## config.mk

```make
export PLATFORM = sky130hd
export DESIGN_NAME = vag_regbank
export DESIGN_NICKNAME = d
export VERILOG_FILES = /design/src/vag_pkg.sv /design/src/vag_regbank.sv
export VERILOG_INCLUDE_DIRS = /design/src /design/src/src
export SDC_FILE = /design/constraint.sdc
export NUM_CORES = 1
export LEC_CHECK = 0
export BUFFER_PORTS_ARGS = -buffer_cell sky130_fd_sc_hd__buf_2
export CORE_MARGIN = 2
export CORE_UTILIZATION = 51
export DETAILED_ROUTE_END_ITERATION = 12
export HOLD_SLACK_MARGIN = 0.08
export PLACE_DENSITY = 0.76
export SLEW_MARGIN = 10
export SYNTH_ARGS = -nofsm -noshare
export SYNTH_HDL_FRONTEND = slang
export SYNTH_SLANG_ARGS = --single-unit
```

## constraint.sdc

```tcl
create_clock -name core_clk -period 4.2 [get_ports core_clk]
set_input_delay 0.63 -clock core_clk [delete_from_list [all_inputs] [get_ports core_clk]]
set_output_delay 0.63 -clock core_clk [all_outputs]
set_load 0.02 [all_outputs]
```

## src/vag_consts.svh

```systemverilog
// Constants of the video decoder gain-control register bank
`ifndef VAG_CONSTS_SVH
`define VAG_CONSTS_SVH

// Subaddresses
`define VAG_OFS_OP_CTRL 8'h03
`define VAG_OFS_FIELD_FLAG 8'h69
`define VAG_OFS_CHROMA_CTRL 8'h6A
`define VAG_OFS_BACKEND_CTRL 8'h6C
`define VAG_OFS_DEC_SPEED 8'h6F
`define VAG_OFS_FW_VERSION 8'h70
`define VAG_OFS_VERT_FLAG 8'h75
`define VAG_OFS_INC_SPEED 8'h78
`define VAG_OFS_INC_DELAY 8'h79
`define VAG_OFS_DEC_DELAY 8'h9E
`define VAG_OFS_RANGE 8'h9F

// Reset values
`define VAG_RST_OP_CTRL 8'h00
`define VAG_RST_FIELD_FLAG 8'h00
`define VAG_RST_CHROMA_CTRL 8'h0A
`define VAG_RST_BACKEND_CTRL 8'h08
`define VAG_RST_DEC_SPEED 8'h04
`define VAG_RST_VERT_FLAG 8'h00
`define VAG_RST_INC_SPEED 8'h05
`define VAG_RST_INC_DELAY 8'h1E
`define VAG_RST_DEC_DELAY 8'h00
`define VAG_RST_RANGE 8'h06

// Field positions
`define VAG_SPEED_MSB 2
`define VAG_RANGE_MSB 2
`define VAG_THRESH_MSB 3
`define VAG_CHROMA_EN_BIT 4
`define VAG_BE_SYNC_BIT 0
`define VAG_BE_BURST_BIT 1
`define VAG_BE_PEAK_BIT 2
`define VAG_BE_ONE_BIT 3

// Range encodings
`define VAG_RANGE_125 3'h5
`define VAG_RANGE_150 3'h6
`define VAG_RANGE_175 3'h7

`endif

```

## src/vag_pkg.sv

```systemverilog
// Types of the video decoder gain-control register bank
package vag_pkg;

  // Reference the front-end gain loop is tracking
  typedef enum logic [1:0] {
    VAG_REF_SYNC,
    VAG_REF_BURST,
    VAG_REF_PEAK,
    VAG_REF_OTHER
  } vag_ref_e;

  // Upper bound of the gain window, lower bound always 1.0
  typedef enum logic [1:0] {
    VAG_MAX_1P25,
    VAG_MAX_1P50,
    VAG_MAX_1P75
  } vag_max_e;

  // Host register access from the serial-interface front end
  typedef struct packed {
    logic wr;
    logic rd;
    logic [7:0] addr;
    logic [7:0] wdata;
  } vag_req_s;

  // Settings handed to the gain loops and the 656 formatter
  typedef struct packed {
    logic [2:0] inc_speed;
    logic [7:0] inc_delay;
    logic [2:0] dec_speed;
    logic [7:0] dec_delay;
    vag_max_e max_gain;
    logic chroma_gain_active;
    logic backend_gain_off;
    logic [7:0] field_flag_ctrl;
    logic [7:0] vert_flag_ctrl;
    logic [7:0] op_ctrl;
  } vag_cfg_s;

endpackage

```

## src/vag_regbank.sv

```systemverilog
// Gain-control register bank with derived loop settings
`timescale 1ns/1ps
`include "vag_consts.svh"

module vag_regbank #(
  parameter logic [7:0] FW_VERSION = 8'h5A // Arbitrary value
) (
  // Clock, reset, enable
  input wire logic core_clk,
  input wire logic rst,
  input wire logic ce,
  // Register access
  input wire vag_pkg::vag_req_s req,
  output vag_pkg::vag_req_s req_unused_dummy_n,
  output logic [7:0] rdata,
  output logic rvalid,
  // Video-path status
  input wire vag_pkg::vag_ref_e fe_ref,
  input wire logic [3:0] chroma_amp,
  // Settings out
  output vag_pkg::vag_cfg_s cfg
);

  logic [7:0] op_ctrl_reg;
  logic [7:0] field_flag_reg;
  logic [7:0] vert_flag_reg;
  logic [7:0] chroma_ctrl_reg;
  logic [7:0] backend_ctrl_reg;
  logic [7:0] dec_speed_reg;
  logic [7:0] inc_speed_reg;
  logic [7:0] inc_delay_reg;
  logic [7:0] dec_delay_reg;
  logic [7:0] range_reg;
  logic [7:0] rdata_next;
  vag_pkg::vag_cfg_s cfg_next;

  // Decode the range field; reserved codes fall back to the 1.5 window
  function automatic vag_pkg::vag_max_e range_decode(input logic [2:0] code);
    case (code)
      `VAG_RANGE_125: range_decode = vag_pkg::VAG_MAX_1P25;
      `VAG_RANGE_150: range_decode = vag_pkg::VAG_MAX_1P50;
      `VAG_RANGE_175: range_decode = vag_pkg::VAG_MAX_1P75;
      default: range_decode = vag_pkg::VAG_MAX_1P50;
    endcase
  endfunction

  // Write strobe for one subaddress
  function automatic logic wr_hit(input vag_pkg::vag_req_s r, input logic [7:0] ofs);
    wr_hit = r.wr && (r.addr == ofs);
  endfunction

  // Spare output kept quiet; nothing echoes the request
  always_ff @(posedge core_clk or posedge rst) begin
    if (rst) begin
      req_unused_dummy_n <= '0;
    end else if (ce) begin
      req_unused_dummy_n <= '0;
    end
  end

  // Writable registers; firmware version has no storage so writes vanish
  always_ff @(posedge core_clk or posedge rst) begin
    if (rst) begin
      op_ctrl_reg <= `VAG_RST_OP_CTRL;
      field_flag_reg <= `VAG_RST_FIELD_FLAG;
      vert_flag_reg <= `VAG_RST_VERT_FLAG;
      chroma_ctrl_reg <= `VAG_RST_CHROMA_CTRL;
      backend_ctrl_reg <= `VAG_RST_BACKEND_CTRL;
      dec_speed_reg <= `VAG_RST_DEC_SPEED;
      inc_speed_reg <= `VAG_RST_INC_SPEED;
      inc_delay_reg <= `VAG_RST_INC_DELAY;
      dec_delay_reg <= `VAG_RST_DEC_DELAY;
      range_reg <= `VAG_RST_RANGE;
    end else if (ce) begin
      if (wr_hit(req, `VAG_OFS_OP_CTRL)) op_ctrl_reg <= req.wdata;
      if (wr_hit(req, `VAG_OFS_FIELD_FLAG)) field_flag_reg <= req.wdata;
      if (wr_hit(req, `VAG_OFS_VERT_FLAG)) vert_flag_reg <= req.wdata;
      if (wr_hit(req, `VAG_OFS_CHROMA_CTRL)) chroma_ctrl_reg <= req.wdata;
      if (wr_hit(req, `VAG_OFS_BACKEND_CTRL)) backend_ctrl_reg <= req.wdata;
      if (wr_hit(req, `VAG_OFS_DEC_SPEED)) dec_speed_reg <= req.wdata;
      if (wr_hit(req, `VAG_OFS_INC_SPEED)) inc_speed_reg <= req.wdata;
      if (wr_hit(req, `VAG_OFS_INC_DELAY)) inc_delay_reg <= req.wdata;
      if (wr_hit(req, `VAG_OFS_DEC_DELAY)) dec_delay_reg <= req.wdata;
      if (wr_hit(req, `VAG_OFS_RANGE)) range_reg <= req.wdata;
    end
  end

  // Read mux; unmapped subaddresses read as zero
  always_comb begin
    case (req.addr)
      `VAG_OFS_OP_CTRL: rdata_next = op_ctrl_reg;
      `VAG_OFS_FIELD_FLAG: rdata_next = field_flag_reg;
      `VAG_OFS_VERT_FLAG: rdata_next = vert_flag_reg;
      `VAG_OFS_CHROMA_CTRL: rdata_next = chroma_ctrl_reg;
      `VAG_OFS_BACKEND_CTRL: rdata_next = backend_ctrl_reg;
      `VAG_OFS_DEC_SPEED: rdata_next = dec_speed_reg;
      `VAG_OFS_FW_VERSION: rdata_next = FW_VERSION;
      `VAG_OFS_INC_SPEED: rdata_next = inc_speed_reg;
      `VAG_OFS_INC_DELAY: rdata_next = inc_delay_reg;
      `VAG_OFS_DEC_DELAY: rdata_next = dec_delay_reg;
      `VAG_OFS_RANGE: rdata_next = range_reg;
      default: rdata_next = 8'h00;
    endcase
  end

  // Read answer one cycle after the strobe
  always_ff @(posedge core_clk or posedge rst) begin
    if (rst) begin
      rdata <= 8'h00;
      rvalid <= 1'b0;
    end else if (ce) begin
      rvalid <= req.rd;
      if (req.rd) begin
        rdata <= rdata_next;
      end
    end
  end

  // Derived settings, computed from the registers and live video status
  always_comb begin
    cfg_next = '0;
    cfg_next.inc_speed = inc_speed_reg[`VAG_SPEED_MSB:0];
    cfg_next.inc_delay = inc_delay_reg;
    // Decrement speed only steers peak-tracking loops
    cfg_next.dec_speed = (fe_ref == vag_pkg::VAG_REF_PEAK) ? dec_speed_reg[`VAG_SPEED_MSB:0] : 3'h0;
    cfg_next.dec_delay = dec_delay_reg;
    cfg_next.max_gain = range_decode(range_reg[`VAG_RANGE_MSB:0]);
    // Without the enable bit the chroma loop runs ungated
    cfg_next.chroma_gain_active = !chroma_ctrl_reg[`VAG_CHROMA_EN_BIT] ||
      (chroma_amp >= chroma_ctrl_reg[`VAG_THRESH_MSB:0]);
    case (fe_ref)
      vag_pkg::VAG_REF_SYNC: cfg_next.backend_gain_off = backend_ctrl_reg[`VAG_BE_SYNC_BIT];
      vag_pkg::VAG_REF_BURST: cfg_next.backend_gain_off = backend_ctrl_reg[`VAG_BE_BURST_BIT];
      vag_pkg::VAG_REF_PEAK: cfg_next.backend_gain_off = backend_ctrl_reg[`VAG_BE_PEAK_BIT];
      default: cfg_next.backend_gain_off = 1'b0;
    endcase
    cfg_next.field_flag_ctrl = field_flag_reg;
    cfg_next.vert_flag_ctrl = vert_flag_reg;
    cfg_next.op_ctrl = op_ctrl_reg;
  end

  // Registered settings so every output leaves a flip-flop
  always_ff @(posedge core_clk or posedge rst) begin
    if (rst) begin
      cfg <= '0;
      cfg.max_gain <= vag_pkg::VAG_MAX_1P50;
    end else if (ce) begin
      cfg <= cfg_next;
    end
  end

  // Checks
  a_inc_speed_wr: assert property (@(posedge core_clk) disable iff (rst)
    ce && wr_hit(req, `VAG_OFS_INC_SPEED) ##1 ce |=> cfg.inc_speed == $past(req.wdata[2:0], 2))
    else $error("increment speed not passed on");
  a_dec_speed_ref: assert property (@(posedge core_clk) disable iff (rst)
    ce && fe_ref != vag_pkg::VAG_REF_PEAK |=> cfg.dec_speed == 3'h0)
    else $error("decrement speed active off peak reference");
  a_range_decode: assert property (@(posedge core_clk) disable iff (rst)
    ce && range_reg[2:0] == 3'h7 |=> cfg.max_gain == vag_pkg::VAG_MAX_1P75)
    else $error("range 111 not decoded to 1.75");
  a_reset_defaults: assert property (@(posedge core_clk)
    $fell(rst) |-> range_reg == 8'h06 && inc_delay_reg == 8'h1E && backend_ctrl_reg == 8'h08)
    else $error("register default missing after reset");
  a_chroma_below: assert property (@(posedge core_clk) disable iff (rst)
    ce && chroma_ctrl_reg[4] && chroma_amp < chroma_ctrl_reg[3:0] |=> !cfg.chroma_gain_active)
    else $error("chroma gain active below threshold");
  a_chroma_ungated: assert property (@(posedge core_clk) disable iff (rst)
    ce && !chroma_ctrl_reg[4] |=> cfg.chroma_gain_active)
    else $error("chroma gating without enable bit");
  a_backend_sync: assert property (@(posedge core_clk) disable iff (rst)
    ce && fe_ref == vag_pkg::VAG_REF_SYNC |=> cfg.backend_gain_off == $past(backend_ctrl_reg[0]))
    else $error("sync reference back-end control wrong");
  a_backend_burst: assert property (@(posedge core_clk) disable iff (rst)
    ce && fe_ref == vag_pkg::VAG_REF_BURST |=> cfg.backend_gain_off == $past(backend_ctrl_reg[1]))
    else $error("burst reference back-end control wrong");
  a_backend_peak: assert property (@(posedge core_clk) disable iff (rst)
    ce && fe_ref == vag_pkg::VAG_REF_PEAK |=> cfg.backend_gain_off == $past(backend_ctrl_reg[2]))
    else $error("peak reference back-end control wrong");
  a_flag_ctrl_wr: assert property (@(posedge core_clk) disable iff (rst)
    ce && wr_hit(req, `VAG_OFS_VERT_FLAG) ##1 ce |=> cfg.vert_flag_ctrl == $past(req.wdata, 2))
    else $error("vertical flag control not passed on");
  a_fw_read: assert property (@(posedge core_clk) disable iff (rst)
    ce && req.rd && req.addr == 8'h70 |=> rvalid && rdata == FW_VERSION)
    else $error("firmware version read wrong");

  // Each write lands in its own register at the taking edge
  a_op_ctrl_wr: assert property (@(posedge core_clk) disable iff (rst)
    ce && wr_hit(req, `VAG_OFS_OP_CTRL) |=> op_ctrl_reg == $past(req.wdata))
    else $error("operation control write lost");
  a_field_flag_wr: assert property (@(posedge core_clk) disable iff (rst)
    ce && wr_hit(req, `VAG_OFS_FIELD_FLAG) |=> field_flag_reg == $past(req.wdata))
    else $error("field flag control write lost");
  a_chroma_ctrl_wr: assert property (@(posedge core_clk) disable iff (rst)
    ce && wr_hit(req, `VAG_OFS_CHROMA_CTRL) |=> chroma_ctrl_reg == $past(req.wdata))
    else $error("chroma control write lost");
  a_backend_ctrl_wr: assert property (@(posedge core_clk) disable iff (rst)
    ce && wr_hit(req, `VAG_OFS_BACKEND_CTRL) |=> backend_ctrl_reg == $past(req.wdata))
    else $error("back-end control write lost");
  a_dec_speed_reg: assert property (@(posedge core_clk) disable iff (rst)
    ce && wr_hit(req, `VAG_OFS_DEC_SPEED) |=> dec_speed_reg == $past(req.wdata))
    else $error("decrement speed write lost");
  a_inc_speed_reg: assert property (@(posedge core_clk) disable iff (rst)
    ce && wr_hit(req, `VAG_OFS_INC_SPEED) |=> inc_speed_reg == $past(req.wdata))
    else $error("increment speed write lost");
  a_inc_delay_wr: assert property (@(posedge core_clk) disable iff (rst)
    ce && wr_hit(req, `VAG_OFS_INC_DELAY) |=> inc_delay_reg == $past(req.wdata))
    else $error("increment delay write lost");
  a_dec_delay_wr: assert property (@(posedge core_clk) disable iff (rst)
    ce && wr_hit(req, `VAG_OFS_DEC_DELAY) |=> dec_delay_reg == $past(req.wdata))
    else $error("decrement delay write lost");
  a_range_wr: assert property (@(posedge core_clk) disable iff (rst)
    ce && wr_hit(req, `VAG_OFS_RANGE) |=> range_reg == $past(req.wdata))
    else $error("range control write lost");

  // Without a matching write a register holds; catches decode aliasing
  a_range_hold: assert property (@(posedge core_clk) disable iff (rst)
    ce && !wr_hit(req, `VAG_OFS_RANGE) |=> $stable(range_reg))
    else $error("range control changed without a write");
  a_backend_hold: assert property (@(posedge core_clk) disable iff (rst)
    ce && !wr_hit(req, `VAG_OFS_BACKEND_CTRL) |=> $stable(backend_ctrl_reg))
    else $error("back-end control changed without a write");
  a_chroma_hold: assert property (@(posedge core_clk) disable iff (rst)
    ce && !wr_hit(req, `VAG_OFS_CHROMA_CTRL) |=> $stable(chroma_ctrl_reg))
    else $error("chroma control changed without a write");
  a_dec_speed_hold: assert property (@(posedge core_clk) disable iff (rst)
    ce && !wr_hit(req, `VAG_OFS_DEC_SPEED) |=> $stable(dec_speed_reg))
    else $error("decrement speed changed without a write");
  a_inc_delay_hold: assert property (@(posedge core_clk) disable iff (rst)
    ce && !wr_hit(req, `VAG_OFS_INC_DELAY) |=> $stable(inc_delay_reg))
    else $error("increment delay changed without a write");

  // Version subaddress has no storage, so a write there touches nothing
  a_fw_wr_ignored: assert property (@(posedge core_clk) disable iff (rst)
    ce && wr_hit(req, `VAG_OFS_FW_VERSION) |=> $stable(inc_delay_reg) && $stable(range_reg) && $stable(backend_ctrl_reg))
    else $error("version write disturbed a register");

  // Enable low freezes registers, read port and settings alike
  a_freeze_regs: assert property (@(posedge core_clk) disable iff (rst)
    !ce |=> $stable(inc_speed_reg) && $stable(inc_delay_reg) && $stable(range_reg))
    else $error("register moved while enable low");
  a_freeze_cfg: assert property (@(posedge core_clk) disable iff (rst)
    !ce |=> $stable(cfg))
    else $error("settings moved while enable low");
  a_freeze_read: assert property (@(posedge core_clk) disable iff (rst)
    !ce |=> $stable(rdata) && $stable(rvalid))
    else $error("read port moved while enable low");

  // Read port: one-cycle answer, data held between reads
  a_rvalid_pulse: assert property (@(posedge core_clk) disable iff (rst)
    ce && !req.rd |=> !rvalid)
    else $error("read answer without a read");
  a_rdata_hold: assert property (@(posedge core_clk) disable iff (rst)
    ce && !req.rd |=> $stable(rdata))
    else $error("read data changed without a read");
  a_range_read: assert property (@(posedge core_clk) disable iff (rst)
    ce && req.rd && req.addr == `VAG_OFS_RANGE |=> rvalid && rdata == $past(range_reg))
    else $error("range control read wrong");
  a_backend_read: assert property (@(posedge core_clk) disable iff (rst)
    ce && req.rd && req.addr == `VAG_OFS_BACKEND_CTRL |=> rvalid && rdata == $past(backend_ctrl_reg))
    else $error("back-end control read wrong");
  a_chroma_read: assert property (@(posedge core_clk) disable iff (rst)
    ce && req.rd && req.addr == `VAG_OFS_CHROMA_CTRL |=> rvalid && rdata == $past(chroma_ctrl_reg))
    else $error("chroma control read wrong");
  a_inc_delay_read: assert property (@(posedge core_clk) disable iff (rst)
    ce && req.rd && req.addr == `VAG_OFS_INC_DELAY |=> rvalid && rdata == $past(inc_delay_reg))
    else $error("increment delay read wrong");
  a_dec_delay_read: assert property (@(posedge core_clk) disable iff (rst)
    ce && req.rd && req.addr == `VAG_OFS_DEC_DELAY |=> rvalid && rdata == $past(dec_delay_reg))
    else $error("decrement delay read wrong");

  // Remaining legal range codes
  a_range_low: assert property (@(posedge core_clk) disable iff (rst)
    ce && range_reg[`VAG_RANGE_MSB:0] == `VAG_RANGE_125 |=> cfg.max_gain == vag_pkg::VAG_MAX_1P25)
    else $error("range 101 not decoded to 1.25");
  a_range_mid: assert property (@(posedge core_clk) disable iff (rst)
    ce && range_reg[`VAG_RANGE_MSB:0] == `VAG_RANGE_150 |=> cfg.max_gain == vag_pkg::VAG_MAX_1P50)
    else $error("range 110 not decoded to 1.5");

  // Settings outputs follow their registers one edge later
  a_chroma_above: assert property (@(posedge core_clk) disable iff (rst)
    ce && chroma_ctrl_reg[4] && chroma_amp >= chroma_ctrl_reg[3:0] |=> cfg.chroma_gain_active)
    else $error("chroma gain idle at or above threshold");
  a_backend_other: assert property (@(posedge core_clk) disable iff (rst)
    ce && fe_ref == vag_pkg::VAG_REF_OTHER |=> !cfg.backend_gain_off)
    else $error("back-end gain off under an unlisted reference");
  a_dec_speed_peak: assert property (@(posedge core_clk) disable iff (rst)
    ce && fe_ref == vag_pkg::VAG_REF_PEAK |=> cfg.dec_speed == $past(dec_speed_reg[`VAG_SPEED_MSB:0]))
    else $error("decrement speed lost under peak reference");
  a_inc_delay_out: assert property (@(posedge core_clk) disable iff (rst)
    ce |=> cfg.inc_delay == $past(inc_delay_reg))
    else $error("increment delay not passed on");
  a_dec_delay_out: assert property (@(posedge core_clk) disable iff (rst)
    ce |=> cfg.dec_delay == $past(dec_delay_reg))
    else $error("decrement delay not passed on");
  a_field_flag_out: assert property (@(posedge core_clk) disable iff (rst)
    ce |=> cfg.field_flag_ctrl == $past(field_flag_reg))
    else $error("field flag control not passed on");
  a_op_ctrl_out: assert property (@(posedge core_clk) disable iff (rst)
    ce |=> cfg.op_ctrl == $past(op_ctrl_reg))
    else $error("operation control not passed on");

  // Reset leaves read port, settings and the other registers at idle values
  a_reset_read: assert property (@(posedge core_clk)
    $fell(rst) |-> !rvalid && rdata == 8'h00 && cfg.max_gain == vag_pkg::VAG_MAX_1P50)
    else $error("read port or settings not idle after reset");
  a_reset_other: assert property (@(posedge core_clk)
    $fell(rst) |-> chroma_ctrl_reg == `VAG_RST_CHROMA_CTRL && dec_speed_reg == `VAG_RST_DEC_SPEED &&
      inc_speed_reg == `VAG_RST_INC_SPEED && dec_delay_reg == `VAG_RST_DEC_DELAY)
    else $error("gain register default missing after reset");

endmodule

```

==> metrics.txt, run 1 <==
# TYPE chip_impl_metric gauge
chip_impl_info{name="timing_startpoint_of_the_critical_path",value="req[8]"} 1
chip_impl_metric{name="final_instance_area",unit="um^2"} 7560
chip_impl_metric{name="drt-total-wl",unit="um"} 16200
chip_impl_info{name="timing.setup.critical_path_class",value="in2reg"} 1
chip_impl_metric{name="p_per_area",unit="nW/um^2"} 422
chip_impl_metric{name="tritoncts.num_buffers",unit=""} 17
chip_impl_metric{name="synth_cells",unit=""} 510
chip_impl_metric{name="place_congestion",unit=""} 0.905
chip_impl_metric{name="placement.io_buffers",unit=""} 85
chip_impl_metric{name="floorplan.core_area",unit="um^2"} 12500
chip_impl_metric{name="grt_pass1_vias",unit=""} 4248
chip_impl_metric{name="min_period_over_period",unit=""} 0.571
chip_impl_metric{name="tritoncts_num_sinks",unit=""} 139
chip_impl_metric{name="hold_slack",unit="ns"} 0.411
chip_impl_metric{name="die_area",unit="um^2"} 13600
chip_impl_info{name="clockRootBuffer",value="sky130_fd_sc_hd__clkbuf_16"} 1
chip_impl_metric{name="syn_area_per_cell",unit="um^2"} 12.7
chip_impl_metric{name="io-pin-count",unit=""} 104
chip_impl_metric{name="fillerInstances",unit=""} 1016
chip_impl_metric{name="start_util",unit=""} 0.518
chip_impl_metric{name="largest_net_degree_at_the_start_of_global_routing",unit=""} 140
chip_impl_metric{name="synth_top_area_frac",unit=""} 0.488
chip_impl_metric{name="antenna_cells",unit=""} 0
chip_impl_metric{name="die_h",unit="um"} 117
chip_impl_metric{name="hpwl",unit="um"} 11100
chip_impl_metric{name="finClkSkew",unit="ns"} 0.00720
chip_impl_metric{name="rows",unit=""} 41
chip_impl_metric{name="leakagePower",unit="uW"} 0.00370
chip_impl_metric{name="cts.path.max_buffers",unit=""} 2
chip_impl_metric{name="syn_area",unit="um^2"} 6460
chip_impl_metric{name="vias_per_cell",unit=""} 5.67
chip_impl_info{name="hp-class",value="in2async"} 1
chip_impl_metric{name="share_of_post_route_cells_with_drive_strength_above_1",unit=""} 0.445
chip_impl_metric{name="die_width",unit="um"} 117
chip_impl_metric{name="reg2reg_slack",unit="ns"} 2.78
chip_impl_metric{name="timing_hold_violations_final",unit=""} 0
chip_impl_metric{name="clk_pin_slew",unit="ns"} 0.05
chip_impl_metric{name="slew_viol_final",unit=""} 0
chip_impl_info{name="synth_top_flop_cell",value="sky130_fd_sc_hd__dfrtp_1"} 1
chip_impl_metric{name="avgRoutedWirePerCell",unit="um"} 21.0
chip_impl_info{name="synth.cells.most_frequent",value="sky130_fd_sc_hd__dfrtp_1 (126), sky130_fd_sc_hd__mux2_2 (124), sky130_fd_sc_hd__nand2_1 (31)"} 1
chip_impl_metric{name="final-seq-area",unit="um^2"} 3490
chip_impl_metric{name="maximum_level_of_the_cts_h_tree",unit=""} 4
chip_impl_metric{name="area_of_combinational_cells_with_multiple_inputs",unit="um^2"} 2720
chip_impl_metric{name="post_cts_setup_bufs",unit=""} 0
chip_impl_metric{name="number_of_flip_flops_under_the_largest_register_name",unit=""} 50
chip_impl_metric{name="setup_violations",unit=""} 0
chip_impl_metric{name="min_clock_period_post_route",unit="ns"} 2.40
chip_impl_metric{name="crit_fanout",unit=""} 26
chip_impl_info{name="worstReg2RegStart",value="chroma_ctrl_reg[1]$_DFFE_PP1P_"} 1
chip_impl_metric{name="grt.total_usage",unit=""} 0.255
chip_impl_info{name="largest_register",value="cfg"} 1
chip_impl_metric{name="post_route_setup_tns",unit="ns"} 0
chip_impl_info{name="run_status",value="completed"} 1
chip_impl_info{name="yosys.area.top_type",value="sky130_fd_sc_hd__dfrtp_1"} 1
chip_impl_info{name="worstSetupStartpointType",value="input port"} 1
chip_impl_metric{name="post_cts_hold_buffer_count",unit=""} 0
chip_impl_metric{name="postSynth.asyncResetShare",unit=""} 1.00
chip_impl_info{name="grt_setup_unrepaired",value="false"} 1
chip_impl_metric{name="synth-seq-cells",unit=""} 139
chip_impl_metric{name="drtPass1Iterations",unit=""} 5
chip_impl_metric{name="peakVddDrop",unit="V"} 0.000265
chip_impl_info{name="cts_tree",value="done"} 1
chip_impl_metric{name="yosysWarningCount",unit=""} 0
chip_impl_metric{name="area_growth",unit="%"} 17.1
chip_impl_metric{name="worstPathRequired",unit="ns"} 4.51
chip_impl_metric{name="grt_ovf",unit=""} 0
chip_impl_metric{name="r2r_cells",unit=""} 6
chip_impl_metric{name="grt_pass1_wl",unit="um"} 24900
chip_impl_metric{name="max-slew-margin-rel",unit=""} 0.486
chip_impl_metric{name="design.final.nets",unit=""} 616
chip_impl_metric{name="fmax",unit="MHz"} 417
chip_impl_metric{name="post_cts_resize_count",unit=""} 0
chip_impl_metric{name="tightestPinTransition",unit="ns"} 0.767
chip_impl_metric{name="dpl_cell_area",unit="um^2"} 6940
chip_impl_metric{name="detail_route.iter0.violations",unit=""} 354
chip_impl_metric{name="vias",unit=""} 4369
chip_impl_metric{name="antenna_found_initial",unit=""} 0
chip_impl_metric{name="ys_types",unit=""} 54
chip_impl_metric{name="max-cap-violations",unit=""} 0
chip_impl_metric{name="arrival",unit="ns"} 2.71
chip_impl_metric{name="worstSkewPairLatency",unit="ns"} 0.43
chip_impl_metric{name="drtAntennaViolNets",unit=""} 0
chip_impl_info{name="yosys-top-cells-area",value="sky130_fd_sc_hd__dfrtp_1 (49%), sky130_fd_sc_hd__mux2_2 (22%), sky130_fd_sc_hd__dfstp_2 (5.3%), sky130_fd_sc_hd__buf_4 (2.1%), sky130_fd_sc_hd__mux2i_1 (2.0%)"} 1
chip_impl_info{name="critical_path.endpoint_type",value="flop"} 1
chip_impl_metric{name="yosysSeqAreaShare",unit=""} 0.541
chip_impl_metric{name="number_of_synthesized_flops_with_an_enable_pin",unit=""} 0
chip_impl_metric{name="detail_route.drc_violations",unit=""} 0
chip_impl_info{name="reg2reg_to",value="cfg[25]$_DFFE_PP0P_"} 1
chip_impl_info{name="yosysMostFrequentCell",value="sky130_fd_sc_hd__dfrtp_1"} 1
==> critical path, cell delays in order <==
cell	delay (ns)
sky130_fd_sc_hd__buf_2	0.52
sky130_fd_sc_hd__nor2b_1	0.46
sky130_fd_sc_hd__nand2_1	0.26
sky130_fd_sc_hd__nor2_2	0.43
sky130_fd_sc_hd__mux2_2	0.38
==> placed cells by master (no fill, tap or decap), types with 2 or more instances in the layout <==
| master | instances |
|---|---|
| sky130_fd_sc_hd__nor4_4 | 2 |
| sky130_fd_sc_hd__buf_2 | 85 |
| sky130_fd_sc_hd__dfrtp_1 | 126 |
| sky130_fd_sc_hd__o21ai_0 | 10 |
| sky130_fd_sc_hd__a22oi_1 | 14 |
| sky130_fd_sc_hd__inv_1 | 12 |
| sky130_fd_sc_hd__bufinv_16 | 4 |
| sky130_fd_sc_hd__a32o_1 | 2 |
| sky130_fd_sc_hd__clkbuf_16 | 17 |
| sky130_fd_sc_hd__mux2i_1 | 13 |
| sky130_fd_sc_hd__o311ai_0 | 2 |
| sky130_fd_sc_hd__nand2b_1 | 3 |
| sky130_fd_sc_hd__conb_1 | 18 |
| sky130_fd_sc_hd__and4bb_2 | 2 |
| sky130_fd_sc_hd__o31ai_1 | 3 |
| sky130_fd_sc_hd__and2_1 | 2 |
| sky130_fd_sc_hd__nor2b_1 | 6 |
| sky130_fd_sc_hd__a221oi_1 | 10 |
| sky130_fd_sc_hd__nand3_1 | 7 |
| sky130_fd_sc_hd__nand2_1 | 31 |
| sky130_fd_sc_hd__a32oi_1 | 5 |
| sky130_fd_sc_hd__clkinv_2 | 4 |
| sky130_fd_sc_hd__nand4_1 | 3 |
| sky130_fd_sc_hd__o22ai_1 | 6 |
| sky130_fd_sc_hd__a21oi_1 | 9 |
| sky130_fd_sc_hd__nor3_1 | 6 |
| sky130_fd_sc_hd__clkinvlp_4 | 4 |
| sky130_fd_sc_hd__mux2_2 | 124 |
| sky130_fd_sc_hd__buf_4 | 2 |
| sky130_fd_sc_hd__or3_1 | 2 |
| sky130_fd_sc_hd__nor4b_1 | 2 |
| sky130_fd_sc_hd__nor2_1 | 15 |
| sky130_fd_sc_hd__ha_1 | 4 |
| sky130_fd_sc_hd__dfstp_2 | 13 |
| sky130_fd_sc_hd__clkbuf_1 | 2 |
| sky130_fd_sc_hd__and3b_1 | 2 |
| sky130_fd_sc_hd__nand3b_1 | 3 |
==> worst max-delay path by stage <==
stage | cells after the start | endpoint | slack (ns)
6_report | 5 | inc_delay_reg[0]$_DFFE_PP0P_ | 1.80
5_1_grt | 5 | inc_delay_reg[0]$_DFFE_PP0P_ | 1.63
4_1_cts | 5 | op_ctrl_reg[0]$_DFFE_PP0P_ | 1.81
3_5_place_dp | 5 | op_ctrl_reg[0]$_DFFE_PP0P_ | 1.38
3_3_place_gp | 5 | inc_delay_reg[0]$_DFFE_PP0P_ | 1.35
2_1_floorplan | 1 | backend_ctrl_reg[0]$_DFFE_PP0P_ | 1.85
==> layer usage <==
layer / wire length, um / vias to the layer above / GRT usage
li1: - / 1976 / -
met1: 7560 / 2202 / 0.373
met2: 7340 / 162 / 0.371
met3: 946 / 29 / 0.0535
met4: 343 / 0 / 0.104
met5: 0 / - / 0
==> area by class of cell <==
class                   instances  area share
clock buffers                  20      0.0591
clock inverters                12      0.0227
inverters                      13     0.00695
multi-input cells             326       0.359
flip-flops and latches        139       0.462
well taps                     172      0.0285
repair buffers                 88      0.0609
==> cells by family after synthesis <==
kind of cell / after synthesis / synth area share
flops: 139 / 0.541
mux: 137 / 0.236
simple gates: 95 / 0.0845
compound gates: 71 / 0.0802
buf+inv: 62 / 0.0479
fa+ha+maj: 4 / 0.00775
other cells: 1 / 0.000581
xor+xnor: 1 / 0.00136
==> power breakdown <==
group          leakage, uW  internal, uW  total (uW)  switching, uW
clock             0.000296          1000        1560            553
sequential         0.00188          1380        1400           25.1
combinational      0.00153          72.1         228            156
==> stage by stage <==
step,std cells,total power (uW),setup slack (ns),util
2_1_floorplan,527,1590,1.85,-
3_3_place_gp,738,1650,1.35,0.557
3_5_place_dp,738,1650,1.38,0.557
4_1_cts,770,3220,1.81,0.606
5_1_grt,770,3300,1.63,0.606
6_report,770,3190,1.80,0.606
Note: power is estimated with default switching activity, not from simulation.
==> run 2, diff against run 1 <==
--- a/config.mk
+++ b/config.mk
@@ -8,10 +8,10 @@
 export LEC_CHECK = 0
 export BUFFER_PORTS_ARGS = -buffer_cell sky130_fd_sc_hd__buf_2
 export CORE_MARGIN = 2
-export CORE_UTILIZATION = 51
+export CORE_UTILIZATION = 57
 export DETAILED_ROUTE_END_ITERATION = 12
 export HOLD_SLACK_MARGIN = 0.08
-export PLACE_DENSITY = 0.76
+export PLACE_DENSITY = 0.8
 export SLEW_MARGIN = 10
 export SYNTH_ARGS = -nofsm -noshare
 export SYNTH_HDL_FRONTEND = slang
==> constraint.sdc (replaced) <==
create_clock -name core_clk -period 2.4 [get_ports core_clk]
set_input_delay 0.36 -clock core_clk [delete_from_list [all_inputs] [get_ports core_clk]]
set_output_delay 0.36 -clock core_clk [all_outputs]
set_load 0.02 [all_outputs]
==> metrics.txt, run 2 (synthesized netlist as in run 1, its figures left out) <==
# TYPE chip_impl_metric gauge
chip_impl_metric{name="hold_slack",unit="ns"} 0.149
chip_impl_info{name="largest_register",value="cfg"} 1
chip_impl_metric{name="peakVddDrop",unit="V"} 0.000578
chip_impl_info{name="grt_setup_unrepaired",value="false"} 1
chip_impl_metric{name="vias_per_cell",unit=""} 5.99
chip_impl_metric{name="min_period_over_period",unit=""} 0.772
chip_impl_info{name="cts_tree",value="done"} 1
chip_impl_metric{name="post_cts_hold_buffer_count",unit=""} 0
chip_impl_metric{name="die_h",unit="um"} 110
chip_impl_info{name="path_cells",value="buf_2 > nor2b_1 > mux2i_1 > o311ai_0 > a32oi_2 > a22oi_1"} 1
chip_impl_metric{name="final_instance_area",unit="um^2"} 7540
chip_impl_metric{name="design.final.nets",unit=""} 630
chip_impl_metric{name="post_cts_resize_count",unit=""} 0
chip_impl_metric{name="max-slew-margin-rel",unit=""} 0.517
chip_impl_info{name="run_status",value="completed"} 1
chip_impl_info{name="hp-class",value="in2async"} 1
chip_impl_metric{name="max-cap-violations",unit=""} 0
chip_impl_info{name="critical_path.endpoint_type",value="flop"} 1
chip_impl_metric{name="detail_route.drc_violations",unit=""} 0
chip_impl_metric{name="tritoncts.num_buffers",unit=""} 17
chip_impl_metric{name="arrival",unit="ns"} 2.19
chip_impl_metric{name="leakagePower",unit="uW"} 0.00373
chip_impl_metric{name="grt_ovf",unit=""} 0
chip_impl_metric{name="hpwl",unit="um"} 11800
chip_impl_metric{name="setup_violations",unit=""} 0
chip_impl_metric{name="detail_route.iter0.violations",unit=""} 250
chip_impl_metric{name="tightestPinTransition",unit="ns"} 0.725
chip_impl_metric{name="drt-total-wl",unit="um"} 16800
chip_impl_metric{name="cts.path.max_buffers",unit=""} 2
chip_impl_metric{name="worstPathRequired",unit="ns"} 2.73
chip_impl_metric{name="worstSkewPairLatency",unit="ns"} 0.42
chip_impl_metric{name="tritoncts_num_sinks",unit=""} 139
chip_impl_metric{name="number_of_flip_flops_under_the_largest_register_name",unit=""} 50
chip_impl_metric{name="grt_pass1_vias",unit=""} 4695
chip_impl_metric{name="io-pin-count",unit=""} 104
chip_impl_metric{name="finClkSkew",unit="ns"} 0.00413
chip_impl_metric{name="fillerInstances",unit=""} 789
chip_impl_metric{name="die_area",unit="um^2"} 12200
chip_impl_info{name="critPathSlowestCell",value="sky130_fd_sc_hd__o311ai_0"} 1
chip_impl_metric{name="antenna_cells",unit=""} 0
chip_impl_metric{name="cpPeakStageDelay",unit="ns"} 0.54
chip_impl_metric{name="placement.setup.worst_slack",unit="ns"} 0.0992
chip_impl_metric{name="die_width",unit="um"} 110
chip_impl_metric{name="drtPass1Iterations",unit=""} 4
chip_impl_metric{name="vias",unit=""} 4497
chip_impl_metric{name="dpl_cell_area",unit="um^2"} 7000
chip_impl_metric{name="grt.total_usage",unit=""} 0.289
chip_impl_info{name="worstSetupStartpointType",value="input port"} 1
chip_impl_metric{name="layout_setup_ws",unit="ns"} 0.546
chip_impl_metric{name="post_route_setup_tns",unit="ns"} 0
chip_impl_metric{name="drtAntennaViolNets",unit=""} 0
chip_impl_metric{name="floorplan.core_area",unit="um^2"} 10900
chip_impl_metric{name="rows",unit=""} 38
chip_impl_metric{name="slew_viol_final",unit=""} 0
chip_impl_metric{name="share_of_post_route_cells_with_drive_strength_above_1",unit=""} 0.458
chip_impl_metric{name="antenna_found_initial",unit=""} 0
chip_impl_metric{name="start_util",unit=""} 0.590
chip_impl_metric{name="fmax",unit="MHz"} 539
chip_impl_metric{name="avgRoutedWirePerCell",unit="um"} 22.3
chip_impl_metric{name="min_clock_period_post_route",unit="ns"} 1.85
chip_impl_metric{name="area_growth",unit="%"} 16.8
chip_impl_info{name="timing.setup.critical_path_class",value="in2reg"} 1
chip_impl_metric{name="maximum_level_of_the_cts_h_tree",unit=""} 4
chip_impl_metric{name="grt_pass1_wl",unit="um"} 26800
chip_impl_metric{name="place_congestion",unit=""} 0.895
chip_impl_metric{name="placement.io_buffers",unit=""} 85
chip_impl_metric{name="timing_hold_violations_final",unit=""} 0
chip_impl_info{name="layout_common_cells",value="sky130_fd_sc_hd__dfrtp_1 (126), sky130_fd_sc_hd__mux2_2 (124), sky130_fd_sc_hd__buf_2 (85)"} 1
chip_impl_metric{name="clk_pin_slew",unit="ns"} 0.06
chip_impl_metric{name="crit_fanout",unit=""} 19
chip_impl_metric{name="p_per_area",unit="nW/um^2"} 695
chip_impl_info{name="clockRootBuffer",value="sky130_fd_sc_hd__clkbuf_16"} 1
chip_impl_metric{name="largest_net_degree_at_the_start_of_global_routing",unit=""} 140
chip_impl_metric{name="post_cts_setup_bufs",unit=""} 0
chip_impl_info{name="layout_commonest_cell",value="sky130_fd_sc_hd__dfrtp_1"} 1
## run 2: final timing paths
check	to	slack [ns]	from	cells past startpoint
setup reg to reg	rdata[1]$_DFFE_PP0P_	0.92	inc_delay_reg[1]$_DFFE_PP1P_	4
hold reg to reg	cfg[24]$_DFFE_PP0P_	0.48	cfg[24]$_DFFE_PP0P_	1
min in group core_clk	cfg[24]$_DFFE_PP0P_	0.30	fe_ref[1]	3
hold / removal	cfg[43]$_DFFE_PP0P_	0.15	rst	3
setup / recovery	rdata[7]$_DFFE_PP0P_	0.55	req[9]	6
max in group asynchronous	op_ctrl_reg[0]$_DFFE_PP0P_	1.72	rst	3
## run 2: layout make-up
cell class,count,area (um^2),area share
clock inverters,13,105,0.0139
multi-input cells,326,2720,0.360
clock buffers,18,429,0.0569
repair buffers,102,566,0.0750
flip-flops and latches,139,3490,0.464
well taps,140,175,0.0232
inverters,13,52.6,0.00697
## run 2: layer usage
layer  global-route usage  routed length [um]  up-vias
met1                0.395                7350     2323
met5                    0                   0        -
met3               0.0587                 916       27
met2                0.460                8090      137
met4                0.108                 399        0
li1                     -                   -     2010
## run 2: report_power, final
part | total (uW) | switching, uW | internal (uW)
clock network | 2370 | 970 | 1400
logic | 414 | 278 | 136
registers | 2450 | 43.3 | 2410
## run 2: worst max-delay path: cells and delay by family
| kind | cells | cell delay (ns) |
|---|---|---|
| AO/OA/AOI/OAI | 3 | 1.02 |
| buffers and inverters | 1 | 0.33 |
| AND/OR/NAND/NOR | 1 | 0.33 |
| multiplexers | 1 | 0.14 |
## run 2: per-stage QoR
stage,instances,utilization,power (uW)
after floorplan,527,-,2770
after global placement,720,0.641,2900
after detailed placement,720,0.641,2910
after CTS,751,0.689,5270
after global routing,751,0.689,5430
final,751,0.689,5240
